==> src/verilog/acs_defs.svh <==
// acs_defs.svh: register map, field positions and reset values of the
// conversion sequencer; definitions only, included by its bare name.
`ifndef ACS_DEFS_SVH
`define ACS_DEFS_SVH

`define ACS_ADDR_W      8
`define ACS_OFF_CTRL    8'h00
`define ACS_OFF_CONV    8'h04
`define ACS_OFF_STATUS  8'h08
`define ACS_OFF_RESULT  8'h0C

`define ACS_CTRL_START  0
`define ACS_CTRL_STOP   1
`define ACS_CTRL_MODE   5:4
`define ACS_CTRL_RES    12:8
`define ACS_STAT_DONE   0
`define ACS_STAT_BUSY   1
`define ACS_STAT_OVR    2

`define ACS_MODE_RST    2'h0
`define ACS_RES_RST     5'h10
`define ACS_CONV_RST    16'h0040
`define ACS_TURBO_RES   5'h11
`define ACS_PRIME_LAST  2'h3
`define ACS_RES_W       20
`define ACS_CNT_W       16

`endif

==> src/verilog/acs_pkg.sv <==
// acs_pkg: types shared by the conversion sequencer.
// assumes acs_defs.svh is on the include path.
`include "acs_defs.svh"

package acs_pkg;

    typedef enum logic [1:0] {
        ACS_SINGLE = 2'h0,
        ACS_MULTI  = 2'h1,
        ACS_CONT   = 2'h2,
        ACS_TURBO  = 2'h3
    } acs_mode_t;

    typedef enum logic [2:0] {
        ACS_ST_IDLE  = 3'h1,
        ACS_ST_PRIME = 3'h2,
        ACS_ST_CONV  = 3'h4
    } acs_state_t;

endpackage : acs_pkg

==> src/verilog/acs_sequencer.sv <==
// acs_sequencer: sequencing and control of a delta-sigma converter,
// with APB register access, trigger input and end-of-conversion output.
// assumes all inputs synchronous to pclk and a modulator bitstream on mod_bit.
//
// How it works
// multi-sample resets converter between samples
// decimator re-primed before every multi sample
// multi-sample starts next sample by itself
// results readable by polling, interrupt or DMA
// turbo at low resolution acts as multi
// turbo high resolution resets converter once
// trigger input starts a conversion
// trigger driven by clock or programmable logic
// continuous mode needs no trigger
// done output rises at conversion end
// done output serves interrupt or DMA
// four modes, started by bit or trigger
// done holds high until result read
// single: four conversions, result after fourth
// continuous: three priming conversions, then every period
// multi done only after full priming
//
// Register access over APB and the address map are this design's own decisions.
`timescale 1ns/10ps
`default_nettype none
`include "acs_defs.svh"

module acs_sequencer
    import acs_pkg::*;
#(
    parameter logic [`ACS_CNT_W-1:0] CONV_CYCLES = `ACS_CONV_RST
) (
    input  wire logic                   pclk,
    input  wire logic                   presetn,
    input  wire logic [`ACS_ADDR_W-1:0] paddr,
    input  wire logic                   psel,
    input  wire logic                   penable,
    input  wire logic                   pwrite,
    input  wire logic [31:0]            pwdata,
    output logic      [31:0]            prdata,
    output logic                        pready,
    output logic                        pslverr,
    input  wire logic                   soc,
    input  wire logic                   mod_bit,
    output logic                        mod_reset,
    output logic                        busy,
    input  wire logic                   dma_rd,
    output logic      [`ACS_RES_W-1:0]  result_data,
    output logic                        eoc
);

    ////////////////////////////////////////////////////////////////////////
    // decode helpers

    function automatic logic is_fast(input acs_mode_t m, input logic [4:0] r);
        is_fast = (m == ACS_TURBO) && (r >= `ACS_TURBO_RES);
    endfunction : is_fast

    function automatic logic [`ACS_RES_W-1:0] res_mask(input logic [4:0] r);
        logic [`ACS_RES_W-1:0] m;
        m = '0;
        for (int i = 0; i < `ACS_RES_W; i++) begin
            m[i] = (5'(i) < r);
        end
        res_mask = m;
    endfunction : res_mask

    ////////////////////////////////////////////////////////////////////////
    // state

    acs_state_t              state_q;
    acs_state_t              state_d;
    acs_mode_t               mode_q;
    logic [4:0]              res_q;
    logic [`ACS_CNT_W-1:0]   conv_len_q;
    logic [`ACS_CNT_W-1:0]   cyc_q;
    logic [`ACS_CNT_W-1:0]   ones_q;
    logic [`ACS_CNT_W-1:0]   hist_q [0:2];
    logic [1:0]              prime_q;
    logic [`ACS_RES_W-1:0]   result_q;
    logic                    done_q;
    logic                    done_d;
    logic                    ovr_q;
    logic                    mod_reset_q;
    logic                    soc_q;
    logic [31:0]             prdata_q;

    ////////////////////////////////////////////////////////////////////////
    // APB decode

    wire logic acc      = psel & penable;
    wire logic wr_en    = acc & pwrite;
    wire logic rd_acc   = acc & ~pwrite;
    wire logic setup_rd = psel & ~penable & ~pwrite;
    wire logic sel_ctrl = (paddr == `ACS_OFF_CTRL);
    wire logic sel_conv = (paddr == `ACS_OFF_CONV);
    wire logic sel_stat = (paddr == `ACS_OFF_STATUS);
    wire logic sel_res  = (paddr == `ACS_OFF_RESULT);
    wire logic hit      = sel_ctrl | sel_conv | sel_stat | sel_res;

    wire logic [31:0] rd_word =
        sel_ctrl ? {19'h0, res_q, 2'h0, mode_q, 4'h0} :
        sel_conv ? {16'h0, conv_len_q} :
        sel_stat ? {25'h0, state_q, 1'h0, ovr_q, busy, done_q} :
        sel_res  ? {12'h0, result_q} : 32'h0;

    assign pready  = 1'b1;
    assign pslverr = acc & ~hit;
    assign prdata  = prdata_q;

    ////////////////////////////////////////////////////////////////////////
    // sequencing

    wire logic start_req = (wr_en & sel_ctrl & pwdata[`ACS_CTRL_START])
                         | (soc & ~soc_q);
    wire logic stop_req  = wr_en & sel_ctrl & pwdata[`ACS_CTRL_STOP];
    wire logic fast      = is_fast(mode_q, res_q);
    wire logic rearm     = (mode_q == ACS_MULTI)
                         | ((mode_q == ACS_TURBO) & ~fast);
    wire logic converting = (state_q == ACS_ST_CONV);
    wire logic cyc_last  = ({1'b0, cyc_q} + 17'h1) >= {1'b0, conv_len_q};
    wire logic conv_end  = converting & cyc_last;
    wire logic prime_done = (prime_q == `ACS_PRIME_LAST);
    wire logic res_valid = conv_end & prime_done;
    wire logic rd_clr    = (rd_acc & sel_res) | dma_rd;

    wire logic [`ACS_CNT_W-1:0] sample_cnt = ones_q + {15'h0, mod_bit};
    wire logic [`ACS_CNT_W+1:0] sum =
        {2'h0, hist_q[0]} + {2'h0, hist_q[1]}
        + {2'h0, hist_q[2]} + {2'h0, sample_cnt};
    wire logic [`ACS_RES_W-1:0] res_masked =
        {2'h0, sum} & res_mask(res_q);

    always_comb begin
        state_d = state_q;
        unique case (state_q)
            ACS_ST_IDLE: begin
                if (start_req) begin
                    state_d = ACS_ST_PRIME;
                end
            end
            ACS_ST_PRIME: begin
                state_d = ACS_ST_CONV;
            end
            ACS_ST_CONV: begin
                if (res_valid && mode_q == ACS_SINGLE) begin
                    state_d = ACS_ST_IDLE;
                end else if (res_valid && rearm) begin
                    state_d = ACS_ST_PRIME;
                end
            end
            default: begin
                state_d = ACS_ST_IDLE;
            end
        endcase
        if (stop_req) begin
            state_d = ACS_ST_IDLE;
        end
    end

    // continuous and fast turbo stay converting: no reset per sample
    assign done_d = res_valid | (done_q & ~rd_clr);

    always_ff @(posedge pclk or negedge presetn) begin
        if (!presetn) begin
            state_q <= ACS_ST_IDLE;
            soc_q   <= 1'b0;
        end else begin
            state_q <= state_d;
            soc_q   <= soc;
        end
    end

    // converter reset on each prime, and once at the end in fast turbo
    always_ff @(posedge pclk or negedge presetn) begin
        if (!presetn) begin
            mod_reset_q <= 1'b0;
        end else begin
            mod_reset_q <= (state_d == ACS_ST_PRIME)
                         | (stop_req & converting & fast);
        end
    end

    ////////////////////////////////////////////////////////////////////////
    // decimator

    always_ff @(posedge pclk or negedge presetn) begin
        if (!presetn) begin
            cyc_q   <= '0;
            ones_q  <= '0;
            prime_q <= 2'h0;
        end else if (state_q == ACS_ST_PRIME) begin
            cyc_q   <= '0;
            ones_q  <= '0;
            prime_q <= 2'h0;
        end else if (converting) begin
            cyc_q  <= cyc_last ? '0 : cyc_q + 16'h1;
            ones_q <= cyc_last ? '0 : sample_cnt;
            if (cyc_last && !prime_done) begin
                prime_q <= prime_q + 2'h1;
            end
        end
    end

    // pipeline of the last conversion counts
    genvar g;
    generate
        for (g = 0; g < 3; g++) begin : g_hist
            always_ff @(posedge pclk or negedge presetn) begin
                if (!presetn) begin
                    hist_q[g] <= '0;
                end else if (state_q == ACS_ST_PRIME) begin
                    hist_q[g] <= '0;
                end else if (conv_end) begin
                    hist_q[g] <= (g == 2) ? sample_cnt : hist_q[(g + 1) % 3];
                end
            end
        end
    endgenerate

    ////////////////////////////////////////////////////////////////////////
    // result and completion

    always_ff @(posedge pclk or negedge presetn) begin
        if (!presetn) begin
            result_q <= '0;
            done_q   <= 1'b0;
            ovr_q    <= 1'b0;
        end else begin
            if (res_valid) begin
                result_q <= res_masked;
            end
            done_q <= done_d;
            if (res_valid && done_q && !rd_clr) begin
                ovr_q <= 1'b1;
            end else if (wr_en && sel_stat && pwdata[`ACS_STAT_OVR]) begin
                ovr_q <= 1'b0;
            end
        end
    end

    assign eoc         = done_q;
    assign result_data = result_q;
    assign mod_reset   = mod_reset_q;
    assign busy        = (state_q != ACS_ST_IDLE);

    ////////////////////////////////////////////////////////////////////////
    // registers

    always_ff @(posedge pclk or negedge presetn) begin
        if (!presetn) begin
            mode_q     <= acs_mode_t'(`ACS_MODE_RST);
            res_q      <= `ACS_RES_RST;
            conv_len_q <= CONV_CYCLES;
        end else if (wr_en && sel_ctrl) begin
            mode_q <= acs_mode_t'(pwdata[`ACS_CTRL_MODE]);
            res_q  <= pwdata[`ACS_CTRL_RES];
        end else if (wr_en && sel_conv) begin
            conv_len_q <= pwdata[15:0];
        end
    end

    always_ff @(posedge pclk or negedge presetn) begin
        if (!presetn) begin
            prdata_q <= 32'h0;
        end else if (setup_rd) begin
            prdata_q <= rd_word;
        end
    end
endmodule : acs_sequencer
`default_nettype wire

==> config.mk <==
export PLATFORM = sky130hd
export DESIGN_NAME = acs_sequencer
export DESIGN_NICKNAME = d
export VERILOG_FILES = /design/src/verilog/acs_pkg.sv /design/src/verilog/acs_sequencer.sv
export VERILOG_INCLUDE_DIRS = /design/src /design/src/verilog
export SDC_FILE = /design/constraint.sdc
export NUM_CORES = 1
export LEC_CHECK = 0
export ABC_AREA = 0
export BUFFER_PORTS_ARGS = -buffer_cell sky130_fd_sc_hd__buf_2
export CELL_PAD_IN_SITES_DETAIL_PLACEMENT = 1
export CELL_PAD_IN_SITES_GLOBAL_PLACEMENT = 1
export CORE_MARGIN = 3
export CORE_UTILIZATION = 40
export DETAILED_ROUTE_END_ITERATION = 16
export PLACE_DENSITY = 0.74
export SLEW_MARGIN = 20
export SYNTH_ARGS = -nofsm -noshare
export SYNTH_HDL_FRONTEND = slang
export SYNTH_SLANG_ARGS = --single-unit
==> constraint.sdc <==
create_clock -name pclk -period 3.7 [get_ports pclk]
set_clock_uncertainty 0.05 [all_clocks]
set_input_delay 0.37 -clock pclk [delete_from_list [all_inputs] [get_ports pclk]]
set_output_delay 0.37 -clock pclk [all_outputs]
set_load 0.03 [all_outputs]
After elaboration in Yosys (flattened, before gate mapping)
Cells that the tools add are included.
{ "word_totals": {"reg_bits": 164, "in_bits": 48, "out_inout_bits": 57, "word_cells": 135} }
{ "classes": {"addsub": 7, "order_cmp": 22, "eq_ne": 11, "mux": 26, "n_bitwise": 33, "n_reduce_logical": 20} }
{ "op_table": {"columns": ["operator", "count"], "rows": [
  ["$mux 16", 12],
  ["$mux 20", 4],
  ["$lt 4x5->1 const A", 8],
  ["$and 18x20->20", 1],
  ["$lt 3x5->1 const A", 4],
  ["$lt 5x5->1 const A", 4],
  ["$add 17x16->18", 1],
  ["$add 18x16->18", 1],
  ["$add 16x1->17 const B", 1],
  ["$add 16x16->17", 1],
  ["$and 1x1->1", 17],
  ["$ge 17x16->1", 1],
  ["$add 16x1->16", 1],
  ["$add 16x1->16 const B", 1],
  ["$eq 8x4->1 const B", 2],
  ["$mux 3", 4],
  ["$logic_and 1x1->1", 10],
  ["$lt 1x5->1 const A", 2],
  ["$lt 2x5->1 const A", 2],
  ["$pmux 3 s3", 1],
  ["$eq 8x3->1 const B", 1],
  ["$logic_not 8->1", 1],
  ["$or 1x1->1", 8],
  ["$reduce_bool 2->1", 4],
  ["14 further kinds", 27]
]} }

Longest topological paths before layout
{ "logic_depth": {"depth_word": 12, "mapped_depth": 17, "mapped_depth_nobuf": 15} }

Worst setup path after synthesis
OpenSTA, ideal clock, no wires.
{ "synth_timing": {"path_kind": "in2reg", "startpoint": "input mod_bit", "endpoint": "register result_q[15], in the netlist result_data[15]", "setup_ns": 0.092, "t_arrival_ns": 3.667, "required_time_ns": 3.558, "path_slack_ns": -0.108, "cell_stages": 14, "n_path_buf": 1, "cell_sequence": "ha_1 > ha_1 > and3_1 > and3_1 > clkbuf_1 > xnor2_1 > fa_1 > inv_1 > ha_1 > or3_1 > o21a_1 > or4_4 > and3_4 > o31ai_2"} }
{ "synth_via": {"elab_chain_len": 3} }
{ "synth_lines": {"columns": ["element", "line", "source"], "rows": [
  ["from (decl)", "acs_sequencer.sv:44", "input wire logic mod_bit,"],
  ["$add 16x1->16", "acs_sequencer.sv:127", "wire logic [`ACS_CNT_W-1:0] sample_cnt = ones_q + {15'h0, mod_bit};"],
  ["$add 18x16->18", "acs_sequencer.sv:130", "+ {2'h0, hist_q[2]} + {2'h0, sample_cnt};"],
  ["$and 18x20->20", "acs_sequencer.sv:132", "{2'h0, sum} & res_mask(res_q);"],
  ["to (signal assigned)", "acs_sequencer.sv:231", "result_q <= res_masked;"],
  ["to (decl)", "acs_sequencer.sv:80", "logic [`ACS_RES_W-1:0] result_q;"]
]} }
No other way between the ends.
A chain may end at the register's enable or synchronous reset.

Final worst setup path
{ "layout_timing": {"startpoint": "register ones_q[0]", "endpoint": "register result_q[15], in the netlist result_data[15]"} }
{ "layout_via": {"elab_chain_len": 3} }
{ "layout_lines": {"columns": ["element", "line", "source"], "rows": [
  ["from (decl)", "acs_sequencer.sv:77", "logic [`ACS_CNT_W-1:0] ones_q;"],
  ["from (signal assigned)", "acs_sequencer.sv:198", "ones_q <= cyc_last ? '0 : sample_cnt;"],
  ["$add 16x1->16", "acs_sequencer.sv:127", null],
  ["$add 18x16->18", "acs_sequencer.sv:130", null],
  ["$and 18x20->20", "acs_sequencer.sv:132", null]
]} }
No other way between the ends.

==> results.toml <==
[place]
place_hpwl_um = 18120
globalplace.congestion = 0.8701
io_buffers = 71
placedCellCount = 1298

[yosys]
synthSimpleGateAreaFrac = 0.1376
async_flop_share = 1.000
synth_adder_area_share = 0.1237
synth_top_area_frac = 0.4067
synth_ff_type = "dfrtp_1"
ys_seq_area_frac = 0.4155
yosysTopAreaCell = "dfrtp_1"
avgSynthCellArea_um2 = 9.563
syn_area_um2 = 8922
muxShareOfSynthArea = 0.05890
synth_seq_cells = 148
synth_xor_xnor_area_share = 0.03730
synth_edf_count = 0
synth.distinct_cells = 59
synth_top_family_by_area = "compound AO/OA/AOI/OAI gates"
synth_cells = 933
yosysWarnings = 0
synth-compound-area-share = 0.1545
ys_top_cells_by_area = "dfrtp_1, fa_1, nand2_1"

[setup_path]
worstPathRequired_ps = 3990
cp-end-kind = "flip-flop"
cp-startpoint = "ones_q[0]"
reg2reg_from = "ones_q[0]"
path_class = "reg -> reg"
regToRegSetupSlack_ps = 20
cp_max_fo = 3
arrival_ps = 3970
endpoint = "result_data[15]"
critPathLaunchType = "flip-flop"
worstReg2RegEnd = "result_data[15]"
reg2reg_depth = 14

[route]
drt-initial-drc-count = 332
ant_nets = 0
vias_per_cell = 5.318
route.detailed.wl_per_inst_um = 18.78
routed_wl_um = 25150
drc = 0
dr.pass1.iters = 4
dr_total_vias = 7121

[floorplan]
row_count = 54
start_util = 0.4076
die-area_um2 = 24130
core_um2 = 21890
dieWidth_um = 155.4
io_pins = 105
die_y_um = 155.4

[sta]
final-setup-viol-count = 0
hold_violations = 0
drv_slew = 0
worstMarginPinSlew_ps = 1027
rsz0062_at_grt = "yes"
fmax_mhz = 271.8
layout_min_cycle_time_ps = 3680
finalCritPeriodShare = 0.9946
relSlewSlack = 0.3130

[global_route]
grtUsageMet3 = 0.04061
grt_overflow = 0
grt_pass1_vias = 7549
grt-busiest-layer = "met2"
grt_pass1_wl_um = 40410
grt_max_degree = 93
grt_use_met2 = 0.3616
antenna_found_initial = 0
grt_usage = 0.2108
use_met1 = 0.2753

[clocking]
cts_root_buf = "clkbuf_16"
clk_pin_slew_ps = 70
insertion_delay_ps = 440
htree_levels = 4
clockBufferDepth = 2
clock_sinks = 148
cts_tree = "built"
cts_buffers = 17

[pwr]
powerDensity_nw_per_um2 = 510.2
leakagePower_nw = 5.182
max-vdd-ir-drop_v = 0.0003542
power_mw = 5.482

[layout]
multi_input_area_um2 = 4861
regArea_um2 = 3709
layout_common_cells = "nand2_1, dfrtp_1, o21ai_0"
layout.cells.non_filler = 1339
drive_gt1_frac = 0.2351
layout.nets = 1163
mostFrequentLayoutCell = "nand2_1"
area_delta_synth_final_pct = 20.45
fillers = 2490
antenna_cells = 0

[min_path]
min_path_type = "in -> reg"

[run_status]
status = "complete, no violations"

[job]
cap_violations = 0
-- cells in the mapped netlist, types with 2 or more instances --
cell	n
a211oi_1	15
a21boi_0	2
a21o_1	15
a21oi_1	31
a22o_1	12
a22oi_1	11
a2bb2oi_1	2
a31oi_1	3
a41oi_1	4
and2_1	6
and3_1	14
and3_4	2
and4_1	5
buf_2	12
buf_4	18
buf_6	3
clkbuf_1	27
conb_1	2
dfrtp_1	145
dfstp_2	3
fa_1	32
ha_1	37
inv_1	80
mux2_2	24
mux2i_1	21
mux4_2	2
nand2_1	149
nand3_1	23
nor2_1	52
nor2b_1	3
nor3_1	6
o211ai_1	5
o21a_1	6
o21ai_0	83
o31ai_1	12
o41ai_2	2
or2_2	3
or3_1	4
xnor2_1	17
xor2_1	21
-- repair_timing --
action                                  4_1_cts  5_1_grt
pin swaps                                     9       10
endpoints found under the setup margin        5       91
gates resized for setup                      14       30
hold endpoints to repair                     57        0
setup buffers                                 2        5
hold buffers                                  2        0
-- cell families after synthesis --
logic type	Yosys count
simple gates	274
buf+inv	142
fa+ha+maj	69
compound gates	213
other cells	2
xor+xnor	38
mux	47
flops	148
-- registers in the layout, summed over array words and instances (netlist names), 3 cells and up --
name and flops:
state_q 3, result_data 18, prdata 18, hist_q 48, cyc_q 16, conv_len_q 16, res_q 5, ones_q 16
-- layout make-up --
cell class / instances / area share
Multi-Input combinational cell: 658 / 0.4523
Timing Repair Buffer: 141 / 0.08755
Tap cell: 280 / 0.03260
Clock buffer: 21 / 0.04285
Sequential cell: 148 / 0.3451
Inverter: 80 / 0.02794
Clock inverter: 11 / 0.01164
-- power breakdown --
group | switching, mW | total, mW | internal [mW]
clock network | 0.733 | 1.76 | 1.03
registers | 0.156 | 1.92 | 1.76
logic | 1.00 | 1.80 | 0.799
total | 1.89 | 5.48 | 3.59
-- critical path, cell delays in order (launching register included) --
cell     delay (ps)
dfrtp_1         400
ha_4            190
ha_4            160
and3_4          170
buf_6           120
xnor2_4         120
fa_1            500
inv_2            50
ha_4            200
a21o_1          170
or3_4           370
o21a_1          210
or4_4           520
and3_4          170
o31ai_2         170
-- stage by stage --
stage	setup TNS [ps]	cell area [µm²]	util	hold WS, ps	setup slack (ps)
after floorplan	0	8997	-	24.41	18.61
after global placement	-773.9	9869	0.4508	319.7	-250.9
after detailed placement	-1270	9869	0.4508	328.5	-320.7
after CTS	-75.55	10570	0.4827	94.21	-68.90
after global routing	-495.3	10750	0.4909	94.34	-86.35
final	0	10750	0.4909	103.1	20.15
-- worst min path at each step --
stage,startpoint,end,slack (ps),cells past startpoint
2_1_floorplan,presetn,conv_len_q[0],20,0
3_3_place_gp,presetn,prdata[8],320,1
3_5_place_dp,presetn,prdata[8],330,1
4_1_cts,pwdata[3],conv_len_q[3],90,2
5_1_grt,pwdata[3],conv_len_q[3],90,2
6_report,pwdata[3],conv_len_q[3],100,2
-- routing by layer --
layer,part of all wire,routed length (µm),vias up
li1,-,-,3361
met1,0.44,11140,3611
met2,0.51,12750,123
met3,0.037,922,26
met4,0.013,334,0
met5,0,0,-
Note: power is estimated with default switching activity, not from simulation.
